$ cat src/rtl/ebt_pkg.sv
// Package: constants, types and register map for the break and bus-timeout block
package ebt_pkg;

  // ==========================================================================
  // Register map (byte addresses)
  localparam logic [7:0] CTRL_OFF = 8'h00;
  localparam logic [7:0] CMD_OFF = 8'h04;
  localparam logic [7:0] STAT_OFF = 8'h08;
  localparam logic [7:0] PTR_OFF = 8'h0C;
  localparam logic [7:0] MATCH_OFF = 8'h10;

  // ==========================================================================
  // Field positions
  localparam int CTRL_EXEC_BIT = 0;
  localparam int CTRL_TMO_BIT = 1;
  localparam int STAT_RUN_BIT = 0;
  localparam int STAT_BRKEN_BIT = 1;
  localparam int STAT_HALT_BIT = 2;
  localparam int STAT_TMO_BIT = 3;
  localparam int STAT_GRP_LSB = 8;

  // Reset values
  localparam logic [31:0] CTRL_RESET = 32'h0000_0000;

  // Command codes written to CMD
  localparam logic [2:0] CMD_RUN = 3'h1;
  localparam logic [2:0] CMD_RUN_BRK = 3'h2;
  localparam logic [2:0] CMD_VEC_BRK = 3'h3;
  localparam logic [2:0] CMD_VEC_NOBRK = 3'h4;
  localparam logic [2:0] CMD_PEEK = 3'h5;

  // ==========================================================================
  // Timing
  localparam longint CLK_HZ = 20_000_000;
  localparam longint TMO_TIME_MS = 1000;
  localparam longint TMO_CYCLES = (TMO_TIME_MS * CLK_HZ) / 1000;

  localparam logic [1:0] RESP_OKAY = 2'h0;
  localparam logic [1:0] RESP_SLVERR = 2'h2;

  // Target bus sample
  typedef struct packed {
    logic cycle_start;
    logic fetch;
    logic exec;
    logic [19:0] addr;
  } ebt_bus_s;

  typedef enum logic [2:0] {
    ST_PAUSE = 3'b001,
    ST_RUN = 3'b010,
    ST_PEEK = 3'b100
  } ebt_mode_e;

endpackage : ebt_pkg

$ cat src/rtl/ebt_addr_match.sv
// Address comparator with fetch or execute qualification
module ebt_addr_match #(
  parameter int AW = 20
) (
  // Clock and reset
  input wire logic clock_i,
  input wire logic sys_rst_i,
  // Setup
  input wire logic exec_only_i,
  input wire logic [AW-1:0] match_addr_i,
  // Bus observation
  input wire logic [AW-1:0] addr_i,
  input wire logic fetch_i,
  input wire logic exec_i,
  // Hit
  output logic hit_o
);

  initial begin
    if (AW < 1 || AW > 32) $error("ebt_addr_match: AW out of range");
  end

  always_ff @(posedge clock_i or posedge sys_rst_i) begin
    if (sys_rst_i) begin
      hit_o <= 1'b0;
    end else if (exec_only_i) begin
      hit_o <= exec_i && (addr_i == match_addr_i);
    end else begin
      hit_o <= (fetch_i || exec_i) && (addr_i == match_addr_i);
    end
  end

endmodule : ebt_addr_match

$ cat src/rtl/ebt_timeout.sv
// Bus wait counter that flags a stalled cycle
module ebt_timeout #(
  parameter longint LIMIT = 20_000_000
) (
  // Clock and reset
  input wire logic clock_i,
  input wire logic sys_rst_i,
  // Control
  input wire logic enable_i,
  input wire logic cycle_start_i,
  input wire logic waiting_i,
  // Result
  output logic expire_o
);

  localparam int CW = $clog2(LIMIT + 1);
  logic [CW-1:0] count_q;

  initial begin
    if (LIMIT < 2) $error("ebt_timeout: LIMIT too small");
  end

  always_ff @(posedge clock_i or posedge sys_rst_i) begin
    if (sys_rst_i) begin
      count_q <= '0;
    end else if (cycle_start_i || !enable_i || !waiting_i) begin
      count_q <= '0;
    end else if (count_q != CW'(LIMIT)) begin
      count_q <= count_q + CW'(1);
    end
  end

  assign expire_o = enable_i && waiting_i && (count_q == CW'(LIMIT - 1));

endmodule : ebt_timeout

$ cat src/rtl/ebt_break_ctrl.sv
// Emulator break control and bus timeout, AXI4-Lite register slave
//
// Register access over AXI4-Lite and the address map were decided locally.
module ebt_break_ctrl #(
  parameter longint TMO_CYCLES = ebt_pkg::TMO_CYCLES,
  parameter int GW = 3
) (
  // Clock and reset
  input wire logic clock_i,
  input wire logic sys_rst_i,
  // AXI4-Lite slave
  input wire logic [7:0] s_awaddr_i,
  input wire logic s_awvalid_i,
  output logic s_awready_o,
  input wire logic [31:0] s_wdata_i,
  input wire logic [3:0] s_wstrb_i,
  input wire logic s_wvalid_i,
  output logic s_wready_o,
  output logic [1:0] s_bresp_o,
  output logic s_bvalid_o,
  input wire logic s_bready_i,
  input wire logic [7:0] s_araddr_i,
  input wire logic s_arvalid_i,
  output logic s_arready_o,
  output logic [31:0] s_rdata_o,
  output logic [1:0] s_rresp_o,
  output logic s_rvalid_o,
  input wire logic s_rready_i,
  // Target bus
  input wire ebt_pkg::ebt_bus_s bus_i,
  input wire logic [31:0] code_pointer_i,
  input wire logic async_ready_input_i,
  input wire logic sync_ready_input_i,
  input wire logic clause_met_i,
  input wire logic [GW-1:0] event_group_i,
  // Ready override and emulation control
  output logic sync_ready_o,
  output logic sync_ready_oe_o,
  output logic halt_emulation_action_o,
  output logic group_restart_o,
  output logic running_o
);

  initial begin
    if (GW < 1 || GW > 8) $error("ebt_break_ctrl: GW out of range");
  end

  // ==========================================================================
  // Bus slave handshake
  logic aw_q, w_q, bvalid_q, rvalid_q, wstrb0_q;
  logic [7:0] awaddr_q;
  logic [31:0] wdata_q, rdata_q;
  logic [1:0] bresp_q, rresp_q;
  logic wr_fire;
  assign s_awready_o = !aw_q && !bvalid_q;
  assign s_wready_o = !w_q && !bvalid_q;
  assign s_arready_o = !rvalid_q;
  assign s_bvalid_o = bvalid_q;
  assign s_bresp_o = bresp_q;
  assign s_rvalid_o = rvalid_q;
  assign s_rdata_o = rdata_q;
  assign s_rresp_o = rresp_q;
  assign wr_fire = aw_q && w_q && !bvalid_q;

  always_ff @(posedge clock_i or posedge sys_rst_i) begin
    if (sys_rst_i) begin
      aw_q <= 1'b0;
      w_q <= 1'b0;
      awaddr_q <= 8'h00;
      wdata_q <= 32'h0000_0000;
      wstrb0_q <= 1'b0;
    end else begin
      if (s_awvalid_i && s_awready_o) begin
        aw_q <= 1'b1;
        awaddr_q <= s_awaddr_i;
      end else if (wr_fire) begin
        aw_q <= 1'b0;
      end
      if (s_wvalid_i && s_wready_o) begin
        w_q <= 1'b1;
        wdata_q <= s_wdata_i;
        wstrb0_q <= s_wstrb_i[0];
      end else if (wr_fire) begin
        w_q <= 1'b0;
      end
    end
  end
  logic wr_known;
  assign wr_known = awaddr_q == ebt_pkg::CTRL_OFF || awaddr_q == ebt_pkg::CMD_OFF ||
                    awaddr_q == ebt_pkg::MATCH_OFF;
  always_ff @(posedge clock_i or posedge sys_rst_i) begin
    if (sys_rst_i) begin
      bvalid_q <= 1'b0;
      bresp_q <= ebt_pkg::RESP_OKAY;
    end else if (wr_fire) begin
      bvalid_q <= 1'b1;
      bresp_q <= wr_known ? ebt_pkg::RESP_OKAY : ebt_pkg::RESP_SLVERR;
    end else if (s_bready_i) begin
      bvalid_q <= 1'b0;
    end
  end

  // ==========================================================================
  // Switches, command and match address
  logic exec_sw_q, bus_timeout_switch_q;
  logic [19:0] match_q;
  logic cmd_wr;
  logic [2:0] cmd;
  assign cmd_wr = wr_fire && awaddr_q == ebt_pkg::CMD_OFF && wstrb0_q;
  assign cmd = wdata_q[2:0];
  always_ff @(posedge clock_i or posedge sys_rst_i) begin
    if (sys_rst_i) begin
      exec_sw_q <= ebt_pkg::CTRL_RESET[ebt_pkg::CTRL_EXEC_BIT];
      bus_timeout_switch_q <= ebt_pkg::CTRL_RESET[ebt_pkg::CTRL_TMO_BIT];
      match_q <= 20'h00000;
    end else if (wr_fire && awaddr_q == ebt_pkg::CTRL_OFF) begin
      exec_sw_q <= wdata_q[ebt_pkg::CTRL_EXEC_BIT];
      bus_timeout_switch_q <= wdata_q[ebt_pkg::CTRL_TMO_BIT];
    end else if (wr_fire && awaddr_q == ebt_pkg::MATCH_OFF) begin
      match_q <= wdata_q[19:0];
    end
  end

  // ==========================================================================
  // Address match and timeout
  logic addr_hit, expire;
  logic waiting_q;
  ebt_addr_match #(
    .AW(20)
  ) u_match (
    .clock_i(clock_i),
    .sys_rst_i(sys_rst_i),
    .exec_only_i(exec_sw_q),
    .match_addr_i(match_q),
    .addr_i(bus_i.addr),
    .fetch_i(bus_i.fetch),
    .exec_i(bus_i.exec),
    .hit_o(addr_hit)
  );
  ebt_pkg::ebt_mode_e mode_q;
  // A cycle waits from its start until the async, sync or forced ready arrives
  always_ff @(posedge clock_i or posedge sys_rst_i) begin
    if (sys_rst_i) begin
      waiting_q <= 1'b0;
    end else if (async_ready_input_i || sync_ready_input_i || sync_ready_o) begin
      waiting_q <= 1'b0;
    end else if (bus_i.cycle_start) begin
      waiting_q <= 1'b1;
    end
  end

  ebt_timeout #(
    .LIMIT(TMO_CYCLES)
  ) u_tmo (
    .clock_i(clock_i),
    .sys_rst_i(sys_rst_i),
    .enable_i(bus_timeout_switch_q),
    .cycle_start_i(bus_i.cycle_start),
    .waiting_i(waiting_q && mode_q != ebt_pkg::ST_PAUSE),
    .expire_o(expire)
  );
  // Forced ready: one cycle, only when timeout is enabled
  logic force_q;
  always_ff @(posedge clock_i or posedge sys_rst_i) begin
    if (sys_rst_i) begin
      force_q <= 1'b0;
    end else begin
      force_q <= expire && bus_timeout_switch_q;
    end
  end
  assign sync_ready_o = force_q && bus_timeout_switch_q;
  assign sync_ready_oe_o = force_q && bus_timeout_switch_q;

  // ==========================================================================
  // Run mode and break enable
  logic brk_en_q, halt_q, tmo_flag_q, restart_q;
  logic tmo_break_q;
  logic brk_now;
  assign brk_now = mode_q == ebt_pkg::ST_RUN &&
                   ((brk_en_q && (clause_met_i || addr_hit)) || tmo_break_q);
  always_ff @(posedge clock_i or posedge sys_rst_i) begin
    if (sys_rst_i) begin
      tmo_break_q <= 1'b0;
    end else begin
      tmo_break_q <= force_q && mode_q == ebt_pkg::ST_RUN;
    end
  end

  always_ff @(posedge clock_i or posedge sys_rst_i) begin
    if (sys_rst_i) begin
      mode_q <= ebt_pkg::ST_PAUSE;
      brk_en_q <= 1'b0;
      restart_q <= 1'b0;
    end else begin
      restart_q <= 1'b0;
      unique case (mode_q)
        ebt_pkg::ST_PAUSE: begin
          if (cmd_wr && cmd == ebt_pkg::CMD_PEEK) begin
            mode_q <= ebt_pkg::ST_PEEK;
          end else if (cmd_wr && cmd inside {ebt_pkg::CMD_RUN, ebt_pkg::CMD_RUN_BRK,
                       ebt_pkg::CMD_VEC_BRK, ebt_pkg::CMD_VEC_NOBRK}) begin
            mode_q <= ebt_pkg::ST_RUN;
            restart_q <= 1'b1;
            brk_en_q <= cmd == ebt_pkg::CMD_RUN_BRK || cmd == ebt_pkg::CMD_VEC_BRK;
          end
        end
        ebt_pkg::ST_RUN: begin
          if (brk_now) begin
            mode_q <= ebt_pkg::ST_PAUSE;
          end else if (cmd_wr && (cmd == ebt_pkg::CMD_RUN_BRK ||
                                  cmd == ebt_pkg::CMD_VEC_BRK)) begin
            brk_en_q <= 1'b1;
          end else if (cmd_wr && (cmd == ebt_pkg::CMD_RUN ||
                                  cmd == ebt_pkg::CMD_VEC_NOBRK)) begin
            brk_en_q <= 1'b0;
          end
        end
        ebt_pkg::ST_PEEK: begin
          if (sync_ready_o || async_ready_input_i || sync_ready_input_i) begin
            mode_q <= ebt_pkg::ST_PAUSE;
          end
        end
        default: begin
          mode_q <= ebt_pkg::ST_PAUSE;
        end
      endcase
    end
  end

  // Break report: code pointer and event group captured at the break
  logic [31:0] ptr_q;
  logic [GW-1:0] grp_q;
  always_ff @(posedge clock_i or posedge sys_rst_i) begin
    if (sys_rst_i) begin
      ptr_q <= 32'h0000_0000;
      grp_q <= '0;
      halt_q <= 1'b0;
      tmo_flag_q <= 1'b0;
    end else if (brk_now) begin
      ptr_q <= code_pointer_i;
      grp_q <= event_group_i;
      halt_q <= 1'b1;
      tmo_flag_q <= tmo_break_q;
    end else if (restart_q) begin
      halt_q <= 1'b0;
      tmo_flag_q <= 1'b0;
    end
  end

  assign halt_emulation_action_o = halt_q;
  assign group_restart_o = restart_q;
  assign running_o = mode_q == ebt_pkg::ST_RUN;
  // ==========================================================================
  // Read channel
  logic [31:0] rd_val;
  logic rd_ok;
  always_comb begin
    rd_val = 32'h0000_0000;
    rd_ok = 1'b1;
    unique case (s_araddr_i)
      ebt_pkg::CTRL_OFF: begin
        rd_val[ebt_pkg::CTRL_EXEC_BIT] = exec_sw_q;
        rd_val[ebt_pkg::CTRL_TMO_BIT] = bus_timeout_switch_q;
      end
      ebt_pkg::STAT_OFF: begin
        rd_val[ebt_pkg::STAT_RUN_BIT] = running_o;
        rd_val[ebt_pkg::STAT_BRKEN_BIT] = brk_en_q;
        rd_val[ebt_pkg::STAT_HALT_BIT] = halt_q;
        rd_val[ebt_pkg::STAT_TMO_BIT] = tmo_flag_q;
        rd_val[ebt_pkg::STAT_GRP_LSB +: GW] = grp_q;
      end
      ebt_pkg::PTR_OFF: rd_val = ptr_q;
      ebt_pkg::MATCH_OFF: rd_val[19:0] = match_q;
      ebt_pkg::CMD_OFF: rd_val = 32'h0000_0000;
      default: rd_ok = 1'b0;
    endcase
  end
  always_ff @(posedge clock_i or posedge sys_rst_i) begin
    if (sys_rst_i) begin
      rvalid_q <= 1'b0;
      rdata_q <= 32'h0000_0000;
      rresp_q <= ebt_pkg::RESP_OKAY;
    end else if (s_arvalid_i && s_arready_o) begin
      rvalid_q <= 1'b1;
      rdata_q <= rd_val;
      rresp_q <= rd_ok ? ebt_pkg::RESP_OKAY : ebt_pkg::RESP_SLVERR;
    end else if (s_rready_i) begin
      rvalid_q <= 1'b0;
    end
  end
endmodule : ebt_break_ctrl

$ cat config.mk
export PLATFORM = sky130hd
export DESIGN_NAME = ebt_break_ctrl
export DESIGN_NICKNAME = d
export VERILOG_FILES = /design/src/rtl/ebt_pkg.sv /design/src/rtl/ebt_addr_match.sv /design/src/rtl/ebt_timeout.sv /design/src/rtl/ebt_break_ctrl.sv
export SDC_FILE = /design/constraint.sdc
export NUM_CORES = 1
export LEC_CHECK = 0
export ABC_AREA = 1
export BUFFER_PORTS_ARGS = -buffer_cell sky130_fd_sc_hd__buf_2
export CORE_UTILIZATION = 40
export CTS_BUF_LIST = sky130_fd_sc_hd__clkbuf_4
export DETAILED_ROUTE_END_ITERATION = 12
export PLACE_DENSITY = 0.63
export REMOVE_ABC_BUFFERS = 1
export SYNTH_ARGS = -nofsm -noshare
export SYNTH_HDL_FRONTEND = slang
export SYNTH_HIERARCHICAL = 1
export SYNTH_SLANG_ARGS = --single-unit
$ cat constraint.sdc
create_clock -name clock_i -period 3.65 [get_ports clock_i]
set_input_delay 0.1825 -clock clock_i [delete_from_list [all_inputs] [get_ports clock_i]]
set_output_delay 0.1825 -clock clock_i [all_outputs]
set_load 0.05 [all_outputs]
==> impl_metrics.py <==
metrics = {
    "run_status": {
        "status": "finished clean",
    },
    "worst_setup_path": {
        "crit_path_max_incr_delay_ns": 0.47,
        "crit_path_cell_trace": "inv_1 -> nand2_1 -> nor2_4 -> buf_2",
        "crit_fanout": 18,
        "crit_arrival_ns": 1.95,
        "critPathCaptureType": "output port",
        "crit_required_ns": 3.47,
        "worstSetupPathType": "flop to output port",
        "crit_family": "simple AND/OR/NAND/NOR gates",
        "critPathSlowestCell": "nor2_4",
        "critical_path_buf_inv_count": 2,
        "critPathLaunchType": "flop",
    },
    "synth": {
        "netlist.top_cell.by_area": "dfrtp_1",
        "synth_area_leaders": "dfrtp_1 (50%), nand2_1 (14%), nand3_1 (6.3%)",
        "synthArstFlopShare_pct": 100.0,
        "ys_types": 40,
        "synth_top_area_share_pct": 50.33,
        "synth_area_um2": 7905,
        "synth_edf_count": 0,
        "synth_commonest_cells": "nand2_1 (286), dfrtp_1 (159), nor2_1 (122)",
        "avgSynthCellArea_um2": 7.977,
        "synth_most_common_cell": "nand2_1",
        "ys_warn_count": 6,
        "ys_seq_area_share_pct": 50.66,
        "synthCells": 991,
        "synth-main-ff-cell": "dfrtp_1",
        "ys_ff_latch": 160,
    },
    "floorplanning": {
        "core_area_um2": 19400,
        "die_w_um": 142.6,
        "die_y_um": 142.6,
        "dieArea_um2": 20330,
        "start_util_pct": 40.75,
        "num_rows": 51,
        "pin_count": 166,
    },
    "timing": {
        "min_period_ns": 2.135,
        "fin_crit_sh_pct": 58.49,
        "fin_ws_ns": 1.515,
        "hold_viol_final": 0,
        "rsz0062_at_grt": "false",
        "finClkSkew_ns": 0.02516,
        "slew_violations": 0,
        "hold_ws_ns": 0.06929,
        "relSlewSlack_pct": 32.46,
        "setup_viol": 0,
        "max_freq_mhz": 468.4,
        "worst_pin_slew_ns": 1.012,
    },
    "routing": {
        "first_iter_violations": 315,
        "routedWlPerCell_um": 13.75,
        "viasPerCell": 4.705,
        "wl_um": 20320,
        "post-route-drc-count": 0,
        "vias": 6954,
        "first_pass_iters": 4,
        "ant_nets": 0,
    },
    "placed_design": {
        "dp_hpwl_um": 13650,
        "io_buffers": 148,
        "dp_cells": 1375,
        "gp_congestion": 0.8337,
        "dpl-instance-area_um2": 8823,
        "post-place-ws_ns": 1.556,
    },
    "clock_network": {
        "path_clk_slew_ns": 0.14,
        "cts_tree": "yes",
        "cts.path.max_buffers": 2,
        "clock_sinks": 160,
        "htree_levels": 4,
        "clock_latency_ns": 0.56,
        "cts_root_buffer": "clkbuf_4",
        "cts_buffers": 17,
    },
    "final_layout": {
        "fin_cells": 1478,
        "fin_area_um2": 9804,
        "drive_gt1_share_pct": 20.66,
        "utilization_pct": 50.54,
        "final_nets": 1321,
        "syn_to_final_growth_pct": 24.03,
    },
    "power": {
        "ir_drop_mv": 0.5217,
        "powerDensity_nw_per_um2": 486.2,
        "p_leak_nw": 5.041,
    },
    "grt": {
        "antenna_found_initial": 3,
        "grt.overflow.total": 0,
        "grt_pass1_vias": 6719,
        "grt_max_degree": 88,
        "grt_pass1_wl_um": 33550,
        "grt_use_total_pct": 21.52,
    },
    "flow_run": {
        "cap_violations": 0,
    },
    "worst_hold_path": {
        "hold_class": "input pin to flop",
    },
}
-- cell type report --
class | instances | area [um2]
fill | 1930 | 9594
antenna | 3 | 7.507
clock inverter | 12 | 137.6
tap | 265 | 331.6
timing repair buffer | 225 | 1494
clock buffer | 18 | 135.1
inverter | 106 | 409.1
multi-input combinational | 689 | 3284
sequential | 160 | 4005
-- kinds of logic after synthesis --
logic type | synth area share, %
flops | 50.66
buf+inv | 7.898
xor+xnor | 1.219
simple gates | 31.85
fa+ha+maj | 0.3165
compound gates | 7.582
other cells | 0.04744
mux | 0.4273
-- cells in the final DEF, fill, tap and decap left out, types with 19 or more instances in the layout --
cell / Yosys / layout
a21oi_1: 38 / 38
nand3_1: 100 / 100
inv_1: 100 / 99
nand2_1: 286 / 286
dfrtp_1: 159 / 159
o21ai_1: 29 / 29
o21ai_0: 19 / 19
buf_2: 22 / 148
dlygate4sd3_1: 0 / 70
nor2_1: 122 / 122
-- report_power, final --
part,switching (W),internal (W),total [W]
registers,0.000231,0.00220,0.00243
logic,0.000854,0.000426,0.00128
clock network,0.000640,0.000413,0.00105
total,0.00173,0.00304,0.00477
-- sequential cells by signal, indices dropped and copies added, names as in the netlist, 3 cells and up --
| name | count |
|---|---|
| u_tmo/count_q | 25 |
| s_rdata_o | 32 |
| mode_q | 3 |
| grp_q | 3 |
| awaddr_q | 8 |
| wdata_q | 20 |
| match_q | 20 |
| ptr_q | 32 |
-- path summary, 6_finish.rpt --
check | endpoint | slack [ns] | startpoint | cells after the start
worst max-delay path | running_o | 1.52 | mode_q[0] | 4
worst max register to register | tmo_flag_q | 1.58 | mode_q[0] | 6
min in group asynchronous | u_match/hit_o | 0.08 | sys_rst_i | 3
worst min register to register | ptr_q[27] | 0.49 | ptr_q[27] | 2
worst min-delay path | u_match/hit_o | 0.07 | bus_i[19] | 6
max in group asynchronous | tmo_break_q | 2.43 | sys_rst_i | 4
-- what timing repair did --
| action | 4_1_cts | 5_1_grt |
|---|---|---|
| buffers inserted | 0 | 0 |
| resized for setup | 0 | 0 |
| hold buffers | 70 | 0 |
| endpoints found under the hold margin | 178 | 0 |
-- stage by stage --
| step | total power, W | setup TNS, ns |
|---|---|---|
| 5_1_grt | 0.005113 | 0 |
| 4_1_cts | 0.004819 | 0 |
| 3_5_place_dp | 0.003702 | 0 |
| 2_1_floorplan | 0.003333 | -15.11 |
| 6_report | 0.004767 | 0 |
| 3_3_place_gp | 0.003654 | 0 |
-- worst reg2reg max path: stages (launching register included) --
cell and delay [ns]:
dfstp_2 0.40, inv_1 0.06, nand2_1 0.08, nor2_4 0.47, nand2_2 0.62, nand3_1 0.22, o21ai_0 0.10
-- per-layer routing --
layer | vias to the layer above | track usage [%] | share of wire, %
li1 | 3529 | - | -
met1 | 3207 | 27.78 | 46
met2 | 185 | 34.62 | 46
met3 | 33 | 5.047 | 5.4
met4 | 0 | 8.998 | 2.7
met5 | - | 0 | 0
Note: power is estimated with default switching activity, not from simulation.
